### src/hdl/sts_pkg.sv
// package: constants, register map and types of the superframe timing scheduler
package sts_pkg;

	// ------------------------------------------------------------
	// timing constants, counted in optical clocks
	// ------------------------------------------------------------
	localparam int          CNT_W                = 24;
	localparam logic [23:0] BASE_SLOT_LEN        = 24'h00003c;
	localparam logic [4:0]  SLOT_COUNT_CONST     = 5'h10;
	localparam logic [23:0] BASE_SUPERFRAME_LEN  = 24'h0003c0;
	localparam logic [23:0] MIN_CONTENTION_LEN   = 24'h0001b8;
	localparam logic [3:0]  ORDER_MAX            = 4'he;
	localparam logic [3:0]  ORDER_OFF            = 4'hf;

	// ------------------------------------------------------------
	// register byte offsets
	// ------------------------------------------------------------
	localparam logic [7:0]  OFS_CTRL             = 8'h00;
	localparam logic [7:0]  OFS_FRAME            = 8'h04;
	localparam logic [7:0]  OFS_GAP              = 8'h08;
	localparam logic [7:0]  OFS_FSK              = 8'h0c;
	localparam logic [7:0]  OFS_DRIFT            = 8'h10;
	localparam logic [7:0]  OFS_STATUS           = 8'h14;
	localparam logic [7:0]  OFS_COUNT            = 8'h18;

	// ------------------------------------------------------------
	// field positions
	// ------------------------------------------------------------
	localparam int          CTRL_BO_POS          = 0;
	localparam int          CTRL_AO_POS          = 4;
	localparam int          CTRL_EN_BIT          = 8;
	localparam int          CTRL_RXIDLE_BIT      = 9;
	localparam int          CTRL_VIS_BIT         = 10;
	localparam int          CTRL_INFRA_BIT       = 11;
	localparam int          CTRL_MODE_POS        = 12;
	localparam int          CTRL_BREQ_BIT        = 16;
	localparam int          CTRL_LP_BIT          = 17;
	localparam int          FRAME_CFP_POS        = 0;
	localparam int          FRAME_GROW_BIT       = 15;
	localparam int          FRAME_BLEN_POS       = 16;
	localparam int          GAP_SHORT_POS        = 0;
	localparam int          GAP_LONG_POS         = 16;
	localparam int          FSK_IDLE_POS         = 0;
	localparam int          FSK_SYNC_POS         = 16;
	localparam int          FSK_DATA_POS         = 20;

	// ------------------------------------------------------------
	// reset values
	// ------------------------------------------------------------
	localparam logic [31:0] CTRL_RST             = 32'h000000ff;
	localparam logic [31:0] FRAME_RST            = 32'h00200010;
	localparam logic [31:0] GAP_RST              = 32'h00280010;
	localparam logic [31:0] FSK_RST              = 32'h00420000;
	localparam logic [7:0]  DRIFT_RST            = 8'h00;

	// ------------------------------------------------------------
	// types
	// ------------------------------------------------------------
	typedef enum logic [1:0] {
		PER_BEACON     = 2'b00,
		PER_CONTENTION = 2'b01,
		PER_CFP        = 2'b11,
		PER_INACTIVE   = 2'b10
	} sts_period_t;

	typedef enum logic [1:0] {
		FSK_FDP  = 2'b00,
		FSK_SYNC = 2'b01,
		FSK_DATA = 2'b11,
		FSK_IDLE = 2'b10
	} sts_fsk_t;

	typedef enum logic [1:0] {
		MODE_BEACON_NET  = 2'b00,
		MODE_UNDERSAMPLED = 2'b01,
		MODE_PULSE_POS   = 2'b10,
		MODE_ROLLING_FREQ = 2'b11
	} sts_mode_t;

	typedef enum logic [1:0] {
		ACC_NONE      = 2'b00,
		ACC_SLOTTED   = 2'b01,
		ACC_UNSLOTTED = 2'b10,
		ACC_DIRECT    = 2'b11
	} sts_access_t;

endpackage : sts_pkg

### src/hdl/sts_gap_timer.sv
// holds off the next frame for the short or long interframe gap
`timescale 1ns/100ps
module sts_gap_timer
	import sts_pkg::*;
(
	input  wire logic        pclk,
	input  wire logic        presetn,
	input  wire logic        frame_done,
	input  wire logic        frame_long,
	input  wire logic [15:0] short_gap_attr,
	input  wire logic [15:0] long_gap_attr,
	output logic             gap_busy
);

	typedef struct packed {
		logic [15:0] cnt;
		logic        busy;
	} sts_gap_state_t;

	sts_gap_state_t st;
	sts_gap_state_t next_st;
	logic [15:0]    gap_len;

	// ------------------------------------------------------------
	// gap countdown
	// ------------------------------------------------------------
	always_comb
	begin
		next_st = st;
		gap_len = frame_long ? long_gap_attr : short_gap_attr;
		if (frame_done)
		begin
			next_st.cnt  = gap_len;
			next_st.busy = gap_len != 16'h0000;
		end
		else if (st.cnt > 16'h0001)
			next_st.cnt = st.cnt - 16'h0001;
		else
		begin
			next_st.cnt  = 16'h0000;
			next_st.busy = 1'b0;
		end
	end

	always_ff @(posedge pclk or negedge presetn)
	begin
		if (!presetn)
			st <= '0;
		else
			st <= next_st;
	end

	assign gap_busy = st.busy;

endmodule : sts_gap_timer

### src/hdl/sts_order_calc.sv
// derives interval, active duration and slot length from the two orders
`timescale 1ns/100ps
module sts_order_calc
	import sts_pkg::*;
(
	input  wire logic [3:0]  beacon_order,
	input  wire logic [3:0]  active_order,
	output logic      [23:0] beacon_interval,
	output logic      [23:0] active_duration,
	output logic      [23:0] slot_len,
	output logic             beacon_net,
	output logic             active_none,
	output logic             cfg_ok
);

	// ------------------------------------------------------------
	// order decoding
	// ------------------------------------------------------------
	assign beacon_net      = beacon_order <= ORDER_MAX;
	assign active_none     = active_order == ORDER_OFF;
	assign cfg_ok          = beacon_net ? (active_order <= beacon_order)
		: (active_order == ORDER_OFF);
	assign beacon_interval = BASE_SUPERFRAME_LEN << beacon_order;
	assign active_duration = BASE_SUPERFRAME_LEN << active_order;
	assign slot_len        = BASE_SLOT_LEN << active_order;

endmodule : sts_order_calc

### src/hdl/sts_scheduler.sv
// superframe timing scheduler: apb registers, superframe counter, period flags
//
// The address map and register access over APB were left to the implementer.
`timescale 1ns/100ps
module sts_scheduler
	import sts_pkg::*;
(
	input  wire logic        pclk,
	input  wire logic        presetn,
	input  wire logic        psel,
	input  wire logic        penable,
	input  wire logic        pwrite,
	input  wire logic [7:0]  paddr,
	input  wire logic [31:0] pwdata,
	output logic      [31:0] prdata,
	output logic             pready,
	output logic             pslverr,
	input  wire logic        beacon_req_in,
	input  wire logic [23:0] tx_len,
	input  wire logic        tx_busy,
	input  wire logic        slot_used,
	input  wire logic        slot_uplink,
	input  wire logic        frame_done,
	input  wire logic        frame_long,
	input  wire logic        pkt_done,
	output sts_period_t      period,
	output logic      [4:0]  slot_index,
	output logic             slot_start,
	output logic             beacon_start,
	output sts_access_t      access,
	output logic             cca_enable,
	output logic             tx_fits,
	output logic             gts_allowed,
	output logic             rx_enable,
	output logic             idle_pattern,
	output logic             gap_busy,
	output sts_fsk_t         fsk_kind,
	output logic             freq_label_en,
	output logic             low_power_ok
);

	typedef struct packed {
		logic [31:0] ctrl;
		logic [31:0] frame;
		logic [31:0] gap;
		logic [31:0] fsk;
		logic [7:0]  drift;
		logic [31:0] prdata;
		logic        pready;
		logic        pslverr;
		logic [23:0] cnt;
		logic [23:0] slot_cnt;
		logic [4:0]  slot_idx;
		logic        running;
		logic        beacon_once;
		sts_period_t period;
		logic        slot_start;
		logic        beacon_start;
		sts_access_t access;
		logic        cca_enable;
		logic        tx_fits;
		logic        gts_allowed;
		logic        rx_enable;
		logic        idle_pattern;
		sts_fsk_t    fsk_st;
		logic [7:0]  fsk_cnt;
		logic [15:0] fsk_idle;
		logic        freq_label_en;
		logic        low_power_ok;
	} sts_state_t;

	sts_state_t  st;
	sts_state_t  next_st;

	logic [23:0] beacon_interval;
	logic [23:0] active_duration;
	logic [23:0] slot_len;
	logic        beacon_net;
	logic        active_none;
	logic        cfg_ok;
	logic        gap_busy_i;

	logic        setup;
	logic        wr;
	logic        breq;
	logic        enabled;
	logic        sframe;
	logic        nonbeacon;
	logic [1:0]  mode;
	logic [4:0]  cfp_first;
	logic [23:0] beacon_len;
	logic [23:0] cfp_bound;
	logic [23:0] wrap_at;
	logic [23:0] period_end;
	logic [23:0] ifs_len;
	logic        cfp_ok;
	logic        limited;
	logic [3:0]  sync_count;
	logic [7:0]  data_count;
	logic [15:0] inactive_len;

	// ------------------------------------------------------------
	// order arithmetic and gap timer
	// ------------------------------------------------------------
	sts_order_calc u_order (
		.beacon_order    (st.ctrl[CTRL_BO_POS +: 4]),
		.active_order    (st.ctrl[CTRL_AO_POS +: 4]),
		.beacon_interval (beacon_interval),
		.active_duration (active_duration),
		.slot_len        (slot_len),
		.beacon_net      (beacon_net),
		.active_none     (active_none),
		.cfg_ok          (cfg_ok)
	);

	sts_gap_timer u_gap (
		.pclk           (pclk),
		.presetn        (presetn),
		.frame_done     (frame_done),
		.frame_long     (frame_long),
		.short_gap_attr (st.gap[GAP_SHORT_POS +: 16]),
		.long_gap_attr  (st.gap[GAP_LONG_POS +: 16]),
		.gap_busy       (gap_busy_i)
	);

	// ------------------------------------------------------------
	// next state
	// ------------------------------------------------------------
	always_comb
	begin
		next_st               = st;
		next_st.slot_start    = 1'b0;
		next_st.beacon_start  = 1'b0;

		// apb slave, zero wait states
		setup                 = psel & ~penable;
		wr                    = psel & penable & st.pready & pwrite & ~st.pslverr;
		next_st.pready        = setup;
		next_st.pslverr       = 1'b0;
		next_st.prdata        = '0;
		if (setup)
		begin
			unique case (paddr)
				OFS_CTRL:   next_st.prdata = st.ctrl;
				OFS_FRAME:  next_st.prdata = st.frame;
				OFS_GAP:    next_st.prdata = st.gap;
				OFS_FSK:    next_st.prdata = st.fsk;
				OFS_DRIFT:  next_st.prdata = {24'h000000, st.drift};
				OFS_STATUS: next_st.prdata = {16'h0000, gap_busy_i, cfg_ok, st.fsk_st, st.running,
					st.beacon_once, st.period, 3'h0, st.slot_idx};
				OFS_COUNT:  next_st.prdata = {8'h00, st.cnt};
				default:    next_st.pslverr = 1'b1;
			endcase
		end
		if (wr)
		begin
			unique case (paddr)
				OFS_CTRL:   next_st.ctrl  = pwdata;
				OFS_FRAME:  next_st.frame = pwdata;
				OFS_GAP:    next_st.gap   = pwdata;
				OFS_FSK:    next_st.fsk   = pwdata;
				OFS_DRIFT:  next_st.drift = pwdata[7:0];
				default:    next_st.ctrl  = st.ctrl;
			endcase
		end
		breq                         = beacon_req_in | next_st.ctrl[CTRL_BREQ_BIT];
		next_st.ctrl[CTRL_BREQ_BIT]  = 1'b0;

		// decoded configuration
		enabled      = st.ctrl[CTRL_EN_BIT];
		mode         = st.ctrl[CTRL_MODE_POS +: 2];
		nonbeacon    = ~beacon_net & cfg_ok;
		sframe       = enabled & (mode == MODE_BEACON_NET) & beacon_net & cfg_ok;
		cfp_first    = st.frame[FRAME_CFP_POS +: 5];
		beacon_len   = {8'h00, st.frame[FRAME_BLEN_POS +: 16]};
		cfp_bound    = slot_len * {19'h00000, cfp_first};
		wrap_at      = beacon_interval - 24'h000001 + {{16{st.drift[7]}}, st.drift};
		cfp_ok       = sframe & ~active_none & (cfp_first < SLOT_COUNT_CONST)
			& ((cfp_bound >= beacon_len + MIN_CONTENTION_LEN) | st.frame[FRAME_GROW_BIT]);
		ifs_len      = {8'h00, st.gap[GAP_LONG_POS +: 16]};
		sync_count   = st.fsk[FSK_SYNC_POS +: 4];
		data_count   = st.fsk[FSK_DATA_POS +: 8];
		inactive_len = st.fsk[FSK_IDLE_POS +: 16];

		// superframe counter, restarted at each beacon
		if (sframe)
		begin
			next_st.running     = 1'b1;
			next_st.beacon_once = 1'b0;
			if (!st.running || st.cnt >= wrap_at)
			begin
				next_st.cnt          = '0;
				next_st.slot_cnt     = '0;
				next_st.slot_idx     = '0;
				next_st.beacon_start = 1'b1;
				next_st.slot_start   = 1'b1;
			end
			else
			begin
				next_st.cnt = st.cnt + 24'h000001;
				if (st.slot_cnt >= slot_len - 24'h000001)
				begin
					next_st.slot_cnt = '0;
					if (st.slot_idx != SLOT_COUNT_CONST)
						next_st.slot_idx = st.slot_idx + 5'h01;
					next_st.slot_start = (st.slot_idx + 5'h01) < SLOT_COUNT_CONST;
				end
				else
					next_st.slot_cnt = st.slot_cnt + 24'h000001;
			end
		end
		else if (st.beacon_once)
		begin
			next_st.cnt = st.cnt + 24'h000001;
			if (st.cnt >= beacon_len - 24'h000001)
				next_st.beacon_once = 1'b0;
		end
		else
		begin
			next_st.running  = 1'b0;
			next_st.cnt      = '0;
			next_st.slot_cnt = '0;
			next_st.slot_idx = '0;
			if (breq && enabled && mode == MODE_BEACON_NET && nonbeacon)
			begin
				next_st.beacon_once  = 1'b1;
				next_st.beacon_start = 1'b1;
			end
		end

		// period flag
		if (sframe || next_st.beacon_once)
		begin
			if (next_st.cnt < beacon_len)
				next_st.period = PER_BEACON;
			else if (!sframe || active_none || next_st.cnt >= active_duration)
				next_st.period = PER_INACTIVE;
			else if (cfp_ok && next_st.slot_idx >= cfp_first)
				next_st.period = PER_CFP;
			else
				next_st.period = PER_CONTENTION;
		end
		else
			next_st.period = enabled ? PER_CONTENTION : PER_INACTIVE;

		// access method for the period
		unique case (next_st.period)
			PER_BEACON:     next_st.access = ACC_DIRECT;
			PER_CFP:        next_st.access = ACC_DIRECT;
			PER_INACTIVE:   next_st.access = ACC_NONE;
			PER_CONTENTION:
			begin
				if (sframe)
					next_st.access = ACC_SLOTTED;
				else if (mode == MODE_BEACON_NET || mode == MODE_ROLLING_FREQ)
					next_st.access = ACC_UNSLOTTED;
				else
					next_st.access = ACC_DIRECT;
			end
		endcase
		next_st.cca_enable  = (next_st.access == ACC_SLOTTED) | (next_st.access == ACC_UNSLOTTED);
		next_st.gts_allowed = cfp_ok;

		// does the transaction fit before its period ends
		limited    = sframe & ((next_st.period == PER_CONTENTION) | (next_st.period == PER_CFP));
		period_end = (next_st.period == PER_CONTENTION && cfp_ok) ? cfp_bound : active_duration;
		if (!limited)
			next_st.tx_fits = next_st.period != PER_INACTIVE;
		else
			next_st.tx_fits = (period_end > next_st.cnt)
				&& (period_end - next_st.cnt >= tx_len + ifs_len);

		// receiver enable
		if (sframe)
			next_st.rx_enable = next_st.period != PER_INACTIVE;
		else if (mode == MODE_BEACON_NET)
			next_st.rx_enable = st.ctrl[CTRL_RXIDLE_BIT];
		else
			next_st.rx_enable = enabled;

		// idle pattern fill for visibility
		next_st.idle_pattern = enabled & st.ctrl[CTRL_VIS_BIT] & ~tx_busy
			& (st.ctrl[CTRL_INFRA_BIT]
				? ((next_st.period == PER_CONTENTION) | slot_uplink | ~slot_used)
				: ~slot_used);

		// frequency-shift frame sequence
		if (!(enabled && mode == MODE_ROLLING_FREQ))
		begin
			next_st.fsk_st   = FSK_FDP;
			next_st.fsk_cnt  = '0;
			next_st.fsk_idle = '0;
		end
		else
		begin
			unique case (st.fsk_st)
				FSK_FDP:
				begin
					next_st.fsk_cnt = '0;
					if (pkt_done)
						next_st.fsk_st = (sync_count == 4'h0) ? FSK_DATA : FSK_SYNC;
				end
				FSK_SYNC:
				begin
					if (pkt_done)
					begin
						next_st.fsk_cnt = st.fsk_cnt + 8'h01;
						if (st.fsk_cnt + 8'h01 >= {4'h0, sync_count})
						begin
							next_st.fsk_st  = FSK_DATA;
							next_st.fsk_cnt = '0;
						end
					end
				end
				FSK_DATA:
				begin
					next_st.fsk_idle = '0;
					if (pkt_done)
					begin
						next_st.fsk_cnt = st.fsk_cnt + 8'h01;
						if (st.fsk_cnt + 8'h01 >= data_count)
						begin
							next_st.fsk_cnt = '0;
							next_st.fsk_st  = (inactive_len == 16'h0000) ? FSK_FDP : FSK_IDLE;
						end
					end
				end
				FSK_IDLE:
				begin
					next_st.fsk_idle = st.fsk_idle + 16'h0001;
					if (st.fsk_idle + 16'h0001 >= inactive_len)
						next_st.fsk_st = FSK_FDP;
				end
			endcase
		end
		next_st.freq_label_en = enabled & (mode == MODE_ROLLING_FREQ) & (next_st.fsk_st == FSK_FDP);
		next_st.low_power_ok  = (next_st.fsk_st == FSK_IDLE) & st.ctrl[CTRL_LP_BIT];
	end

	// ------------------------------------------------------------
	// state register
	// ------------------------------------------------------------
	always_ff @(posedge pclk or negedge presetn)
	begin
		if (!presetn)
		begin
			st       <= '0;
			st.ctrl  <= CTRL_RST;
			st.frame <= FRAME_RST;
			st.gap   <= GAP_RST;
			st.fsk   <= FSK_RST;
			st.drift <= DRIFT_RST;
		end
		else
			st <= next_st;
	end

	// ------------------------------------------------------------
	// outputs
	// ------------------------------------------------------------
	assign prdata        = st.prdata;
	assign pready        = st.pready;
	assign pslverr       = st.pslverr;
	assign period        = st.period;
	assign slot_index    = st.slot_idx;
	assign slot_start    = st.slot_start;
	assign beacon_start  = st.beacon_start;
	assign access        = st.access;
	assign cca_enable    = st.cca_enable;
	assign tx_fits       = st.tx_fits;
	assign gts_allowed   = st.gts_allowed;
	assign rx_enable     = st.rx_enable;
	assign idle_pattern  = st.idle_pattern;
	assign gap_busy      = gap_busy_i;
	assign fsk_kind      = st.fsk_st;
	assign freq_label_en = st.freq_label_en;
	assign low_power_ok  = st.low_power_ok;

endmodule : sts_scheduler

### config.mk
export PLATFORM = sky130hd
export DESIGN_NAME = sts_scheduler
export DESIGN_NICKNAME = d
export VERILOG_FILES = /design/src/hdl/sts_pkg.sv /design/src/hdl/sts_gap_timer.sv /design/src/hdl/sts_order_calc.sv /design/src/hdl/sts_scheduler.sv
export SDC_FILE = /design/constraint.sdc
export NUM_CORES = 1
export LEC_CHECK = 0
export ABC_AREA = 1
export BUFFER_PORTS_ARGS = -buffer_cell sky130_fd_sc_hd__clkbuf_2
export CORE_ASPECT_RATIO = 1.5
export CORE_MARGIN = 2
export CORE_UTILIZATION = 40
export CTS_BUF_LIST = sky130_fd_sc_hd__clkbuf_4
export CTS_CLUSTER_DIAMETER = 100
export DETAILED_ROUTE_END_ITERATION = 8
export HOLD_SLACK_MARGIN = 0.02
export SLEW_MARGIN = 20
export SYNTH_ARGS = -nofsm -noshare
export SYNTH_HDL_FRONTEND = slang
export SYNTH_SLANG_ARGS = --single-unit
export TNS_END_PERCENT = 10
### constraint.sdc
create_clock -name pclk -period 18.3 [get_ports pclk]
set_input_delay 0.915 -clock pclk [delete_from_list [all_inputs] [get_ports pclk]]
set_output_delay 0.915 -clock pclk [all_outputs]
set_load 0.02 [all_outputs]
After elaboration in Yosys (flattened, before gate mapping) --
Index checks and enable logic that the tools add are counted.
Storage, ports and cells: bits in registers 280, output and inout bits 55
Operators by class: $add $sub $neg 13, $mul 1, magnitude comparators 17, eq/ne operators 25, shift operators 3, muxes and demuxes 56, bitwise operators 31, reductions and logical operators 30
Operator list (number):
- $pmux 32 s7 | 1
- $mux 32 | 4
- $mux 121 | 1
- $ge 24x24->1 | 5
- $mux 24 | 3
- $mux 55 | 1
- $mux 53 | 1
- $add 24x1->24 const B | 2
- $shl 10x4->24 const A | 2
- $sub 24x1->24 const B | 2
- $mux 10 | 4
- $mux 17 | 2
- $mux 16 | 2
- $pmux 16 s2 | 1
- $mux 30 | 1
- $mux 26 | 1
- $add 24x16->24 | 1
- $add 24x24->24 | 1
- $eq 8x5->1 const B | 3
- $ge 24x17->1 | 1
- $gt 24x24->1 | 1
- $lt 24x16->1 | 1
- $mul 24x5->24 | 1
- $pmux 8 s3 | 1
- other kinds (48) | 133

Longest topological paths before layout --
depth after elaboration 25, gate-level depth with buffers 72

Hierarchy --
A second synthesis with hierarchy kept.
Second synthesis, totals: cell total of the unflattened synthesis 3687, area, all modules 26802.0 um^2
By module, submodules not included:
- sts_scheduler | instances 1, cells each 3333, area each 24627.4 um^2, seq. area each 6600.1 um^2
- sts_gap_timer | instances 1, cells each 215, area each 1397.6 um^2, seq. area each 425.4 um^2
- sts_order_calc | instances 1, cells each 139, area each 777.0 um^2, seq. area each 0.0 um^2

Worst setup path before layout --
No wires, ideal clock.
path type reg-to-reg, start point register st[234] (netlist name), end point register st (netlist bit tx_fits), setup time 0.066 ns, arrival time 9.277 ns, setup slack 8.957 ns, stages on the path, launching flop included 72, path buffers 3, cell sequence dfstp_2 buf_2 clkinv_1 ha_1 nand2_1 ha_1 inv_1 ha_1 nand2_1 nor2_1 nand2_1 o211ai_1 a31oi_1 o21ai_0 nand3_1 nand2_1 a21boi_0 xor2_1 (+36 left out) inv_1 a21oi_1 o21ai_0 nand2_1 o211ai_1 a21oi_1 xor2_1 ha_1 nand2_1 inv_1 nand3_1 nor3_1 nand3_1 nand3_1 a31oi_1 nor3_1 nand3_1 nand2_1
RTL lines:
- start, declared | RTL line sts_scheduler.sv:72 | sts_state_t st;
- start signal, assigned | RTL line sts_scheduler.sv:355 | st <= next_st;

==> results.sh <==
export IMPL_finalInstanceArea_mm2=0.0269
export IMPL_syn_inst=3295
export IMPL_setup_viol=0
export IMPL_yosys_area_top_type="dfrtp_1"
export IMPL_cp_start_kind="register"
export IMPL_cpPeakStageDelay_ps=620
export IMPL_dp_hpwl_um=68300
export IMPL_period_needed_ps=11590
export IMPL_dieArea_mm2=0.0640
export IMPL_drcViolationCount=0
export IMPL_ys_seq_area_share_pct=28.3
export IMPL_postCtsHoldBufs=0
export IMPL_rr_worst_depth=69
export IMPL_synth_edf_count=0
export IMPL_grtUsageTotal_pct=26.2
export IMPL_cp_data_required_time_ps=19080
export IMPL_pre_cts_ws_ps=6910
export IMPL_gr_total_overflow=0
export IMPL_cp_arrival_ps=12370
export IMPL_crit_end="tx_fits"
export IMPL_tns_ps=0
export IMPL_dieWidth_um=207
export IMPL_hold_class="in2async"
export IMPL_finalWirelength_um=84200
export IMPL_final_hold_viol_count=0
export IMPL_final_common_cell="nand2_1"
export IMPL_synth_top_area_share_pct=26.7
export IMPL_maxCapViolations=0
export IMPL_relSlewSlack_pct=26.4
export IMPL_cts_root_buf="clkbuf_4"
export IMPL_syn_area_per_cell_um2=7.52
export IMPL_avgRoutedWirePerCell_um=19.8
export IMPL_setup_ws_ps=6710
export IMPL_status="complete, no violations"
export IMPL_die_h_um=309
export IMPL_htreeDepth=3
export IMPL_path_clk_slew_ps=70
export IMPL_place_area_mm2=0.0259
export IMPL_mostFrequentLayoutCells="670 x nand2_1, 472 x inv_1, 306 x ha_1, 277 x nor2_1, 267 x o21ai_0"
export IMPL_synth_area_leaders="dfrtp_1 27%, ha_1 15%, nand2_1 10%"
export IMPL_syn_cell_area_mm2=0.0248
export IMPL_drt_initial_drc_count=1379
export IMPL_endpoint_kind="register"
export IMPL_synth_async_reset_ratio_pct=100
export IMPL_ys_seq_elements=280
export IMPL_pin_count=131
export IMPL_start_util_pct=40.5
export IMPL_rows=111
export IMPL_drive_above_1_share_pct=9.26
export IMPL_grt_pass1_vias=22900
export IMPL_skew_ps=74.9
export IMPL_power_mw=1.33
export IMPL_nets=3836
export IMPL_post_route_period_util_pct=63.4
export IMPL_rr_startpoint="st[234]"
export IMPL_r2r_end="tx_fits"
export IMPL_rsz0062_at_grt="no"
export IMPL_place_congestion=0.964
export IMPL_numClockSinks=280
export IMPL_cp_slowest_cell="dfstp_2"
export IMPL_ys_types=64
export IMPL_critical_path_buf_inv_count=8
export IMPL_irDropWorstVdd_mv=0.0351
export IMPL_grt_util_met1_pct=29.6
export IMPL_clock_latency_ps=880
export IMPL_dp_cells=4113
export IMPL_powerDensity_mw_per_mm2=49.3
export IMPL_layoutNonFillerInstCount=4251
export IMPL_area_growth_pct=8.47
export IMPL_cpMostUsedCell="nand2_1"
export IMPL_setup_worst_path_start="st[234]"
export IMPL_drtAntennaViolNets=0
export IMPL_grt_pass1_wl_um=129000
export IMPL_leakagePower_nw=13.7
export IMPL_core_mm2=0.0612
export IMPL_cts_made_buffers=78
export IMPL_crit_cells=69
export IMPL_critical_path_class="reg2reg"
export IMPL_path_delay_family="simple AND/OR/NAND/NOR gates"
export IMPL_firstDrtPassIters=6
export IMPL_globalRouteMet3Util_pct=3.28
export IMPL_synth_main_ff_cell="dfrtp_1"
export IMPL_reg2reg_slack_ps=6710
export IMPL_post_cts_buffers=0
export IMPL_cp_max_fo=26
export IMPL_via_count=22800
export IMPL_cts_resized=0
export IMPL_cts_tree="yes"
export IMPL_fmaxAchievable_mhz=86.2
export IMPL_clockBufferDepth=3
export IMPL_grt_antenna_before_repair=1
export IMPL_synth_warning_count=0
export IMPL_gr_max_usage_layer="met2"
export IMPL_worst_pin_slew_ps=1100
export IMPL_grt_max_degree=170
export IMPL_maxSlewViolCount=0
export IMPL_vias_per_cell=5.37
export IMPL_port_buffers=130
export IMPL_grtUsageMet2_pct=45.7
state kept, by name (all words and copies together), names as in the netlist, 5 cells and up:
| signal | flops |
|---|---|
| ifs_len | 16 |
| st | 145 |
| cfp_first | 5 |
| u_gap.st | 16 |
| prdata | 32 |
| slot_index | 5 |
| data_count | 8 |
| beacon_len | 16 |
| inactive_len | 16 |
layer usage:
layer,wire [um],vias up
met5,0,-
met4,6590,0
met3,3550,214
met2,41100,586
met1,32900,10900
li1,-,11200
cell usage after synthesis (50+ instances only):
cell type	number
nand2_1	674
inv_1	472
ha_1	306
nor2_1	277
o21ai_0	267
dfrtp_1	265
a21oi_1	211
xor2_1	120
nand3_1	107
clkbuf_1	58
o22ai_1	53
fa_1	52
nand4_1	50
cell families (layout without fill, tap and decap cells):
kind of cell | after synthesis | count (layout) | share of synthesized area, %
other cells | 1 | 9 | 0.0151
simple gates | 1192 | 1192 | 20.0
compound gates | 697 | 697 | 16.1
xor+xnor | 168 | 168 | 5.94
flops | 280 | 280 | 28.3
mux | 1 | 1 | 0.0404
fa+ha+maj | 358 | 358 | 19.6
buf+inv | 598 | 755 | 9.86
power by group:
part	total [mW]	internal, mW	switching [mW]
logic	0.121	0.0418	0.0794
registers	0.636	0.628	0.00840
clock network	0.568	0.284	0.284
stage by stage:
stage	util [%]	hold WS, ps
after floorplan	-	453
after global placement	42.3	465
after detailed placement	42.3	473
after CTS	43.9	133
after global routing	43.9	171
final	43.9	95.4
worst min path at each step:
stage	from	endpoint	slack [ps]	cells past startpoint
finish	presetn	st[23]	100	1
global route	presetn	st[23]	170	1
CTS	presetn	st[20]	130	1
detailed placement	st[242]	st[242]	470	2
global placement	data_count[4]	data_count[4]	470	2
floorplan	data_count[4]	data_count[4]	450	2
area by class of cell:
type / count / area [um^2]
Antenna cell: 6 / 15.0
Clock buffer: 114 / 856
Multi-Input combinational cell: 2419 / 15400
Inverter: 482 / 1810
Timing Repair Buffer: 141 / 756
Sequential cell: 280 / 7030
Clock inverter: 18 / 85.1
Tap cell: 791 / 990
Fill cell: 6427 / 34400
(Power assumes the default switching activity.)
